==> config.mk <==
export PLATFORM = sky130hd
export DESIGN_NAME = dbio_regs
export DESIGN_NICKNAME = d
export VERILOG_FILES = /design/src/hdl/dbio_pkg.sv /design/src/hdl/dbio_regs.sv
export VERILOG_INCLUDE_DIRS = /design/src /design/src/hdl
export SDC_FILE = /design/constraint.sdc
export NUM_CORES = 1
export LEC_CHECK = 0
export CORE_ASPECT_RATIO = 0.75
export CORE_MARGIN = 5
export CORE_UTILIZATION = 50
export DETAILED_ROUTE_END_ITERATION = 7
export DONT_BUFFER_PORTS = 1
export SYNTH_ARGS = -nofsm -noshare
export SYNTH_HDL_FRONTEND = slang
export SYNTH_SLANG_ARGS = --single-unit
export TNS_END_PERCENT = 20
==> constraint.sdc <==
create_clock -name clk -period 2.9 [get_ports clk]
set_input_delay 0.58 -clock clk [delete_from_list [all_inputs] [get_ports clk]]
set_output_delay 0.58 -clock clk [all_outputs]
set_load 0.005 [all_outputs]
==> src/hdl/dbio_cfg.svh <==
/*
 * register offsets, field positions and reset values of the board i/o register block.
 * assumes byte-wide host i/o cycles with offsets already stripped of the base address.
 */
`ifndef DBIO_CFG_SVH
`define DBIO_CFG_SVH

// ==========================================
// offsets
`define DBIO_OFF_PORT0 8'hC0
`define DBIO_OFF_PORT1 8'hC4
`define DBIO_OFF_PORT2 8'hC8
`define DBIO_OFF_DIR0 8'hCC
`define DBIO_OFF_PORT3 8'hD0
`define DBIO_OFF_PORT4 8'hD4
`define DBIO_OFF_PORT5 8'hD8
`define DBIO_OFF_DIR1 8'hDC
`define DBIO_OFF_TCNT0 8'hE0
`define DBIO_OFF_TCNT1 8'hE4
`define DBIO_OFF_TCNT2 8'hE8
`define DBIO_OFF_TCTRL 8'hEC
`define DBIO_OFF_CLKIRQ 8'hF0
`define DBIO_OFF_BOARDID 8'hF4

// ==========================================
// direction word fields
`define DBIO_DIR_PA 4
`define DBIO_DIR_PCH 3
`define DBIO_DIR_PB 1
`define DBIO_DIR_PCL 0
`define DBIO_DIR_RESET 8'h9B
`define DBIO_DIR_ALL_OUT 8'h80

// ==========================================
// clock/irq control fields
`define DBIO_CI_CLKSEL 0
`define DBIO_CI_INV2 1
`define DBIO_CI_SEL0_LO 2
`define DBIO_CI_SEL1_LO 4
`define DBIO_CI_MASK 8'h3F
`define DBIO_CI_RESET 8'h00
`define DBIO_PORT_RESET 8'h00

// ==========================================
// timer control word fields
`define DBIO_TC_SC_LO 6
`define DBIO_TC_RL_LO 4
`define DBIO_TC_M_LO 1
`define DBIO_TC_BCD 0
`define DBIO_TC_RESET 8'h00

`endif

==> src/hdl/dbio_pkg.sv <==
/*
 * types of the board i/o register block.
 * assumes dbio_cfg.svh for all numbers.
 */
package dbio_pkg;

	// host byte i/o request
	typedef struct packed {
		logic rd;
		logic wr;
		logic [7:0] addr;
		logic [7:0] wdata;
	} dbio_req_t;

	// one group of three ports: a, b, c
	typedef struct packed {
		logic [7:0] pc;
		logic [7:0] pb;
		logic [7:0] pa;
	} dbio_grp_t;

	// access order field of the timer control word
	typedef enum logic [1:0] {
		DBIO_ACC_LATCH,
		DBIO_ACC_LOW,
		DBIO_ACC_HIGH,
		DBIO_ACC_LOW_HIGH
	} dbio_acc_t;

	// decoded timer control word
	typedef struct packed {
		logic [1:0] counter_sel;
		dbio_acc_t access_order;
		logic [2:0] counting_mode;
		logic bcd;
	} dbio_tctrl_t;

	// access state of the timer data port
	typedef enum logic [1:0] {
		DBIO_TS_IDLE,
		DBIO_TS_LOW,
		DBIO_TS_HIGH
	} dbio_tstate_t;

endpackage

==> src/hdl/dbio_regs.sv <==
/*
 * host-visible register block of a 48-channel digital i/o board: six byte ports in
 * two groups, pass-through to a three-channel counter/timer, clock/irq source control,
 * board id.
 * assumes the host issues single-cycle byte reads and writes on clk; the timer core
 * sits outside and answers reads combinationally.
 */
`timescale 1ns/1ps
`include "dbio_cfg.svh"

module dbio_regs (
	// clock and reset
	input wire logic clk,
	input wire logic rst,
	// host byte i/o
	input wire dbio_pkg::dbio_req_t host_req,
	output logic [7:0] host_rdata,
	// board enable and identification
	input wire logic board_enable,
	input wire logic [3:0] board_tag,
	// digital port pins
	input wire dbio_pkg::dbio_grp_t grp0_pin_in,
	input wire dbio_pkg::dbio_grp_t grp1_pin_in,
	output dbio_pkg::dbio_grp_t grp0_pin_out,
	output dbio_pkg::dbio_grp_t grp1_pin_out,
	output dbio_pkg::dbio_grp_t grp0_pin_oe,
	output dbio_pkg::dbio_grp_t grp1_pin_oe,
	// counter/timer core
	output dbio_pkg::dbio_tctrl_t timer_ctrl,
	output logic timer_ctrl_wr,
	output logic timer_readback_cmd,
	output logic [1:0] timer_cnt_sel,
	output logic [7:0] timer_wdata,
	output logic timer_wr,
	output logic timer_rd,
	output logic timer_byte_high,
	output logic timer_latch,
	input wire logic [7:0] timer_rdata,
	output logic timer_clock_select,
	// interrupt source lines
	output logic event_line_zero,
	output logic event_line_one,
	output logic event_line_two
);

	// ==========================================
	// register state
	logic [7:0] dir0_q, dir0_d, dir1_q, dir1_d;
	dbio_pkg::dbio_grp_t out0_q, out0_d, out1_q, out1_d;
	logic [7:0] tctrl_q, tctrl_d, clkirq_q, clkirq_d;
	dbio_pkg::dbio_tstate_t tstate_q [3], tstate_d [3];
	logic [7:0] rdata_d;
	logic wr, rd;
	dbio_pkg::dbio_acc_t acc;
	dbio_pkg::dbio_grp_t oe0, oe1, rd0, rd1;

	assign wr = host_req.wr;
	assign rd = host_req.rd;
	assign acc = dbio_pkg::dbio_acc_t'(tctrl_q[`DBIO_TC_RL_LO +: 2]);

	// direction bits expand to per-pin enables; zero bit means output
	function automatic dbio_pkg::dbio_grp_t dir_oe(input logic [7:0] dw, input logic en);
		dbio_pkg::dbio_grp_t o;
		o.pa = {8{en & ~dw[`DBIO_DIR_PA]}};
		o.pb = {8{en & ~dw[`DBIO_DIR_PB]}};
		o.pc = {{4{en & ~dw[`DBIO_DIR_PCH]}}, {4{en & ~dw[`DBIO_DIR_PCL]}}};
		return o;
	endfunction

	// event source: 01 off, 10 pc3, 00 or 11 pc3 and not pc7
	function automatic logic ev_src(input logic [1:0] sel, input logic [7:0] pc);
		logic r;
		r = 1'b0;
		case (sel)
			2'h1: r = 1'b0;
			2'h2: r = pc[3];
			default: r = pc[3] & ~pc[7];
		endcase
		return r;
	endfunction

	assign oe0 = dir_oe(dir0_q, board_enable);
	assign oe1 = dir_oe(dir1_q, board_enable);
	// read merges pins on input bits with latched value on output bits
	assign rd0 = (grp0_pin_in & ~oe0) | (out0_q & oe0);
	assign rd1 = (grp1_pin_in & ~oe1) | (out1_q & oe1);

	// ==========================================
	// host writes
	always_comb begin
		dir0_d = dir0_q;
		dir1_d = dir1_q;
		out0_d = out0_q;
		out1_d = out1_q;
		tctrl_d = tctrl_q;
		clkirq_d = clkirq_q;
		if (wr) begin
			case (host_req.addr)
				`DBIO_OFF_DIR0: dir0_d = host_req.wdata;
				`DBIO_OFF_DIR1: dir1_d = host_req.wdata;
				`DBIO_OFF_PORT0: if (board_enable) out0_d.pa = host_req.wdata;
				`DBIO_OFF_PORT1: if (board_enable) out0_d.pb = host_req.wdata;
				`DBIO_OFF_PORT2: if (board_enable) out0_d.pc = host_req.wdata;
				`DBIO_OFF_PORT3: if (board_enable) out1_d.pa = host_req.wdata;
				`DBIO_OFF_PORT4: if (board_enable) out1_d.pb = host_req.wdata;
				`DBIO_OFF_PORT5: if (board_enable) out1_d.pc = host_req.wdata;
				`DBIO_OFF_TCTRL: begin
					// read-back and latch commands leave the stored mode alone
					if (host_req.wdata[`DBIO_TC_SC_LO +: 2] != 2'h3 &&
						host_req.wdata[`DBIO_TC_RL_LO +: 2] != 2'h0) begin
						tctrl_d = host_req.wdata;
					end
				end
				`DBIO_OFF_CLKIRQ: clkirq_d = host_req.wdata & `DBIO_CI_MASK;
				default: ;
			endcase
		end
	end

	// ==========================================
	// timer byte sequencing per counter
	always_comb begin
		for (int i = 0; i < 3; i++) begin
			tstate_d[i] = tstate_q[i];
		end
		if (wr && host_req.addr == `DBIO_OFF_TCTRL) begin
			if (host_req.wdata[`DBIO_TC_SC_LO +: 2] != 2'h3) begin
				tstate_d[host_req.wdata[`DBIO_TC_SC_LO +: 2]] = dbio_pkg::DBIO_TS_LOW;
			end
		end else if ((wr || rd) && timer_cnt_sel != 2'h3 && timer_wr | timer_rd) begin
			case (acc)
				dbio_pkg::DBIO_ACC_LOW_HIGH: begin
					tstate_d[timer_cnt_sel] = (tstate_q[timer_cnt_sel] == dbio_pkg::DBIO_TS_HIGH) ?
						dbio_pkg::DBIO_TS_LOW : dbio_pkg::DBIO_TS_HIGH;
				end
				default: ;
			endcase
		end
	end

	// decode of the timer data offsets
	always_comb begin
		case (host_req.addr)
			`DBIO_OFF_TCNT0: timer_cnt_sel = 2'h0;
			`DBIO_OFF_TCNT1: timer_cnt_sel = 2'h1;
			`DBIO_OFF_TCNT2: timer_cnt_sel = 2'h2;
			default: timer_cnt_sel = 2'h3;
		endcase
	end

	assign timer_wr = wr & (timer_cnt_sel != 2'h3);
	assign timer_rd = rd & (timer_cnt_sel != 2'h3);
	assign timer_wdata = host_req.wdata;
	// byte lane chosen by access order and sequence position
	always_comb begin
		case (acc)
			dbio_pkg::DBIO_ACC_HIGH: timer_byte_high = 1'b1;
			dbio_pkg::DBIO_ACC_LOW_HIGH: timer_byte_high = (timer_cnt_sel != 2'h3) &&
				(tstate_q[timer_cnt_sel] == dbio_pkg::DBIO_TS_HIGH);
			default: timer_byte_high = 1'b0;
		endcase
	end
	assign timer_ctrl_wr = wr & (host_req.addr == `DBIO_OFF_TCTRL);
	assign timer_readback_cmd = timer_ctrl_wr &
		(host_req.wdata[`DBIO_TC_SC_LO +: 2] == 2'h3);
	assign timer_latch = timer_ctrl_wr & ~timer_readback_cmd &
		(host_req.wdata[`DBIO_TC_RL_LO +: 2] == 2'h0);
	assign timer_ctrl = dbio_pkg::dbio_tctrl_t'(timer_ctrl_wr ? host_req.wdata : tctrl_q);
	assign timer_clock_select = clkirq_q[`DBIO_CI_CLKSEL];

	// ==========================================
	// read mux, registered one cycle after the strobe
	always_comb begin
		rdata_d = 8'h00;
		if (rd) begin
			case (host_req.addr)
				`DBIO_OFF_PORT0: rdata_d = board_enable ? rd0.pa : 8'h00;
				`DBIO_OFF_PORT1: rdata_d = board_enable ? rd0.pb : 8'h00;
				`DBIO_OFF_PORT2: rdata_d = board_enable ? rd0.pc : 8'h00;
				`DBIO_OFF_PORT3: rdata_d = board_enable ? rd1.pa : 8'h00;
				`DBIO_OFF_PORT4: rdata_d = board_enable ? rd1.pb : 8'h00;
				`DBIO_OFF_PORT5: rdata_d = board_enable ? rd1.pc : 8'h00;
				`DBIO_OFF_TCNT0, `DBIO_OFF_TCNT1, `DBIO_OFF_TCNT2: rdata_d = timer_rdata;
				`DBIO_OFF_TCTRL: rdata_d = tctrl_q;
				`DBIO_OFF_CLKIRQ: rdata_d = clkirq_q;
				`DBIO_OFF_BOARDID: rdata_d = {4'h0, board_tag};
				default: rdata_d = 8'h00;
			endcase
		end
	end

	// ==========================================
	// registers
	always_ff @(posedge clk) begin
		if (rst) begin
			dir0_q <= `DBIO_DIR_RESET;
			dir1_q <= `DBIO_DIR_RESET;
			out0_q <= '0;
			out1_q <= '0;
			tctrl_q <= `DBIO_TC_RESET;
			clkirq_q <= `DBIO_CI_RESET;
			host_rdata <= 8'h00;
			for (int i = 0; i < 3; i++) begin
				tstate_q[i] <= dbio_pkg::DBIO_TS_IDLE;
			end
		end else begin
			dir0_q <= dir0_d;
			dir1_q <= dir1_d;
			out0_q <= out0_d;
			out1_q <= out1_d;
			tctrl_q <= tctrl_d;
			clkirq_q <= clkirq_d;
			host_rdata <= rdata_d;
			for (int i = 0; i < 3; i++) begin
				tstate_q[i] <= tstate_d[i];
			end
		end
	end

	// ==========================================
	// pins and event lines
	assign grp0_pin_oe = oe0;
	assign grp1_pin_oe = oe1;
	assign grp0_pin_out = out0_q;
	assign grp1_pin_out = out1_q;
	assign event_line_zero = ev_src(clkirq_q[`DBIO_CI_SEL0_LO +: 2], rd0.pc);
	assign event_line_one = ev_src(clkirq_q[`DBIO_CI_SEL1_LO +: 2], rd1.pc);
	assign event_line_two = rd0.pc[0] ^ clkirq_q[`DBIO_CI_INV2];

endmodule

==> results.yml, run 1 <==
power_and_ir_drop:
  leakagePower_nw: 2.19
  vdd_drop_max_v: 0.000256
  power_density_nw_per_um2: 486
sta:
  fin_skew_ps: 5.04
  worst_pin_slew_ps: 646
  rsz0062_at_grt: "no"
  maxSlewViolCount: 0
  tns_ps: 0
  period_share: 0.881
  hold_slack_ps: 332
  period_minus_slack_ps: 2560
  maxSlewHeadroom: 0.569
  finalWorstSetupSlack_ps: 345
  hold_viol: 0
  setup_viol: 0
  max_freq_mhz: 391
synth:
  yosys-top-cells-count: "mux2i_1 (104), dfxtp_1 (84), nand2_1 (75), nor2_1 (61), buf_4 (49)"
  synth_fp_nets: 708
  ys_warn_count: 0
  ys_ff_latch: 84
  yosysTopAreaCell: "dfxtp_1"
  ys_seq_area_frac: 0.328
  syn_area_um2: 5120
  syn_inst: 625
  yosysUniqueCellTypes: 52
  synth_top_family_by_area: "simple AND/OR/NAND/NOR gates"
  synth_xor_area_frac: 0.00171
  avgSynthCellArea_um2: 8.19
  yosys_most_used_dff: "dfxtp_1"
  synthSimpleGateAreaFrac: 0.223
  synth_compound_area_frac: 0.118
  synth.top_cells.by_area: "dfxtp_1 (33%), mux2i_1 (20%), buf_4 (7.2%), nand2_1 (5.5%), nor2_1 (4.5%)"
  synth-async-reset-ratio: 0
  synthAdderAreaFrac: 0.00489
  muxShareOfSynthArea: 0.208
  synth_most_common_cell: "mux2i_1"
  synth_edf_count: 0
  synth_top_area_frac: 0.328
critical_path:
  rrSetupSlack_ps: 840
  startpoint: "host_req[9]"
  cp_data_required_time_ps: 2320
  cp.arrival_ps: 1980
  r2r_start: "dir1_q[1]"
  reg2reg_depth: 6
  r2r-end: "host_rdata[0]"
  path_class: "input pin to output pin"
  endpoint_kind: "output pin"
  worstPathMaxFanout: 5
  cp-start-kind: "input pin"
clocking:
  cts_buffer_depth: 2
  htreeDepth: 3
  clock-root-buffer: "clkbuf_16"
  cts.sinks: 84
  cts_resized: 0
  postCtsSetupRepairBufs: 0
  clk_latency_ps: 330
  numCtsBuffers: 9
  hold_buffers: 0
  cts.clk_slew.worst_paths_ps: 60
  cts_tree: "done"
floorplanning:
  core_area_um2: 10100
  dieArea_um2: 12400
  start_util: 0.506
  die_h_um: 97.6
  rows: 32
  fp.dieW_um: 127
  ios: 213
detailed_routing:
  vias_per_cell: 6.25
  drt_first_pass_iters: 5
  drtIter0Drc: 400
  drt-total-wl_um: 17300
  via_count: 4360
  drtAntennaViolNets: 0
  drc: 0
  routedWlPerCell_um: 24.8
final_layout:
  n_antenna_cell: 0
  multi_input_area_um2: 2840
  syn2layout_area_growth_pct: 0.464
  fillers: 949
  final_cell_area_um2: 5140
  fin_nets: 640
  drive_above_1_share: 0.0747
  ff_latch_area_um2: 1680
min_path:
  min_path_cells: 1
  hold_path.class: "input pin to flip-flop"
  hold_start: "rst"
  whs_endpoint: "clkirq_q[1]"
place:
  place_hpwl_um: 12900
  preCtsSetupSlack_ps: 375
  post_dp_cell_area_um2: 4830
  place_congestion: 0.934
  port_buffers: 0
global_route:
  grt_first_pass_wirelength_um: 25700
  grt_pass1_vias: 4100
  grt_max_degree: 80
  track_usage: 0.270
  antenna_found_initial: 0
  grt_overflow_total: 0
flow_run:
  cap_violations: 0
run_status:
  status: "completed"
## worst max path at each step
| stage | endpoint | cells past startpoint |
|---|---|---|
| 2_1_floorplan | timer_byte_high | 6 |
| 3_3_place_gp | timer_byte_high | 5 |
| 3_5_place_dp | timer_byte_high | 5 |
| 4_1_cts | timer_byte_high | 5 |
| 5_1_grt | timer_byte_high | 5 |
| 6_report | timer_byte_high | 5 |
## through the flow
step,util,power (mW),cells
detailed placement,0.477,1.30,682
CTS,0.508,2.51,698
global route,0.508,2.58,698
global placement,0.477,1.30,682
finish,0.508,2.50,698
floorplan,-,1.31,625
## cell usage in the layout (no fill, tap or decap), types with 4 or more instances in the layout
cell type / instances
nand3_1: 20
and2_1: 4
inv_1: 13
a211oi_1: 4
o21a_1: 4
nand3b_1: 13
nor2_1: 61
nor3_1: 17
o22ai_1: 18
clkbuf_16: 9
nand2_1: 75
o21ai_0: 28
dfxtp_1: 84
buf_4: 11
a22oi_1: 4
nand2b_1: 8
mux2i_1: 104
a21oi_1: 27
nor2b_1: 4
## cells by family (layout without fill, tap and decap cells)
logic type / Yosys count / in the layout
mux: 106 / 106
compound gates: 101 / 101
flops: 84 / 84
fa+ha+maj: 2 / 2
simple gates: 227 / 227
xor+xnor: 1 / 1
buf+inv: 104 / 41
## area by class of cell
cell class | instances | share of cell area
repair buffers | 11 | 0.0161
flip-flops and latches | 84 | 0.327
well taps | 136 | 0.0331
clock buffers | 10 | 0.0445
clock inverters | 6 | 0.0168
multi-input cells | 437 | 0.553
inverters | 14 | 0.0102
## sequential cells by signal, indices dropped and copies added, names as in the netlist
name,count
clkirq_q,6
dir0_q,4
dir1_q,4
grp0_pin_out,24
grp1_pin_out,24
host_rdata,8
tctrl_q,8
tstate_q,6
## critical path: stages
cell and delay (ps):
nor3_1 490, a31oi_1 180, o21ai_0 340, nand3_1 130, a21boi_0 260
## metal layers
metal | vias up | track usage | share of wire
met5 | - | 0 | 0
met4 | 0 | 0.0462 | 0.0060
met3 | 20 | 0.102 | 0.12
met2 | 272 | 0.405 | 0.44
met1 | 2087 | 0.374 | 0.43
li1 | 1981 | - | -
## power breakdown
part / total (mW) / internal [mW] / switching, mW
combinational: 0.121 / 0.0455 / 0.0752
sequential: 1.16 / 1.15 / 0.000847
clock: 1.22 / 0.755 / 0.468
Note: power is estimated with default switching activity, not from simulation.
==> run 2, diff against run 1 <==
--- a/config.mk
+++ b/config.mk
@@ -9,8 +9,10 @@
 export CORE_ASPECT_RATIO = 0.75
 export CORE_MARGIN = 5
 export CORE_UTILIZATION = 50
+export CTS_CLUSTER_DIAMETER = 60
 export DETAILED_ROUTE_END_ITERATION = 7
 export DONT_BUFFER_PORTS = 1
+export PLACE_DENSITY = 0.68
 export SYNTH_ARGS = -nofsm -noshare
 export SYNTH_HDL_FRONTEND = slang
 export SYNTH_SLANG_ARGS = --single-unit
==> constraint.sdc (replaced) <==
create_clock -name clk -period 2.2 [get_ports clk]
set_input_delay 0.44 -clock clk [delete_from_list [all_inputs] [get_ports clk]]
set_output_delay 0.44 -clock clk [all_outputs]
set_load 0.005 [all_outputs]
==> results.yml, run 2 (synthesis results as in run 1) <==
power_and_ir_drop:
  vdd_drop_max_v: 0.000399
  power_density_nw_per_um2: 593
  leakagePower_nw: 2.23
global_route:
  antenna_found_initial: 0
  grt_max_degree: 80
  track_usage: 0.273
  grt_first_pass_wirelength_um: 25800
  grt_pass1_vias: 4329
  grt_overflow_total: 0
critical_path:
  cp-start-kind: "flip-flop"
  cp.arrival_ps: 1670
  critPathMaxStageDelay_ps: 360
  path_class: "flip-flop to output pin"
  startpoint: "tstate_q[1][1]"
  worstPathMaxFanout: 2
  crit_slowest_cell: "dfxtp_1"
  reg2reg_depth: 6
  endpoint_kind: "output pin"
  rrSetupSlack_ps: 300
  worstPathCellList: "nor3b_1 > a31oi_1 > o21ai_0 > nand3_1 > a21boi_0 > buf_4"
  r2r-end: "host_rdata[2]"
  cp_data_required_time_ps: 1760
  r2r_start: "dir1_q[4]"
  cp-endpoint: "timer_byte_high"
final_layout:
  final_cell_mix: "mux2i_1 (103), dfxtp_1 (84), nand2_1 (75)"
  final_common_cell: "mux2i_1"
  fillers: 938
  drive_above_1_share: 0.0958
  fin_nets: 652
  final_cell_area_um2: 5210
  syn2layout_area_growth_pct: 1.78
  n_antenna_cell: 0
detailed_routing:
  drtAntennaViolNets: 0
  drt-total-wl_um: 17500
  routedWlPerCell_um: 24.7
  via_count: 4468
  drc: 0
  vias_per_cell: 6.29
  drt_first_pass_iters: 7
  drtIter0Drc: 361
sta:
  setup_viol: 0
  period_share: 0.958
  hold_viol: 0
  fin_skew_ps: 7.52
  maxSlewHeadroom: 0.646
  tns_ps: 0
  worst_pin_slew_ps: 531
  period_minus_slack_ps: 2110
  rsz0062_at_grt: "no"
  max_freq_mhz: 474
  maxSlewViolCount: 0
clocking:
  clk_latency_ps: 340
  cts.sinks: 84
  cts_buffer_depth: 2
  cts_tree: "done"
  htreeDepth: 3
  postCtsSetupRepairBufs: 0
  cts.clk_slew.worst_paths_ps: 70
  numCtsBuffers: 9
  clock-root-buffer: "clkbuf_16"
floorplanning:
  fp.dieW_um: 127
  ios: 213
  rows: 32
  core_area_um2: 10100
  die_h_um: 97.6
  start_util: 0.506
  dieArea_um2: 12400
place:
  place_congestion: 0.901
  port_buffers: 0
  post_dp_cell_area_um2: 4930
  place_hpwl_um: 13100
flow_run:
  cap_violations: 0
min_path:
  min_path_cells: 1
  hold_path.class: "input pin to flip-flop"
run_status:
  status: "completed"
run 2: worst min path at each step:
stage | from | to
final | rst | clkirq_q[0]
after CTS | rst | clkirq_q[0]
after global routing | rst | tctrl_q[5]
after detailed placement | dir0_q[0] | dir0_q[0]
after floorplan | dir0_q[0] | dir0_q[0]
after global placement | dir1_q[1] | dir1_q[1]
run 2: report_power, final:
part           leakage (nW)  internal [mW]  switching [mW]
Clock                 0.129          0.792           0.608
Combinational          1.42         0.0654           0.101
Sequential            0.677           1.52         0.00111
run 2: area by class of cell:
class	instances	area, µm²	area share
timing repair buffer	23	185	0.0355
clock inverter	4	25.0	0.00480
multi-input combinational	437	2850	0.547
clock buffer	12	246	0.0473
sequential	84	1680	0.323
tap	136	170	0.0326
inverter	14	52.6	0.0101
run 2: what timing repair did:
item,in CTS,in global routing
hold buffers,0,0
gates resized for setup,0,2
endpoints found under the setup margin,0,2
run 2: layer usage:
metal  GRT usage  share of wire  up-vias
li1            -              -     2009
met1       0.368           0.43     2133
met2       0.399           0.43      291
met3       0.113           0.12       35
met4      0.0783          0.022        0
met5           0              0        -
run 2: critical path: cells and delay by family, from the launching register on:
family,cells,cell delay (ps)
compound gates,3,540
flops,1,360
simple gates,2,290
buf+inv,1,140
run 2: metrics by stage:
step           power, mW  hold slack, ps  setup slack [ps]  instances   util
6_report            3.09             168              92.3        710  0.515
5_1_grt             3.20             156              45.7        710  0.515
4_1_cts             3.11             157              85.0        710  0.514
3_5_place_dp        1.72             451               108        694  0.487
3_3_place_gp        1.72             441               132        694  0.487
2_1_floorplan       1.73             432               121        625      -
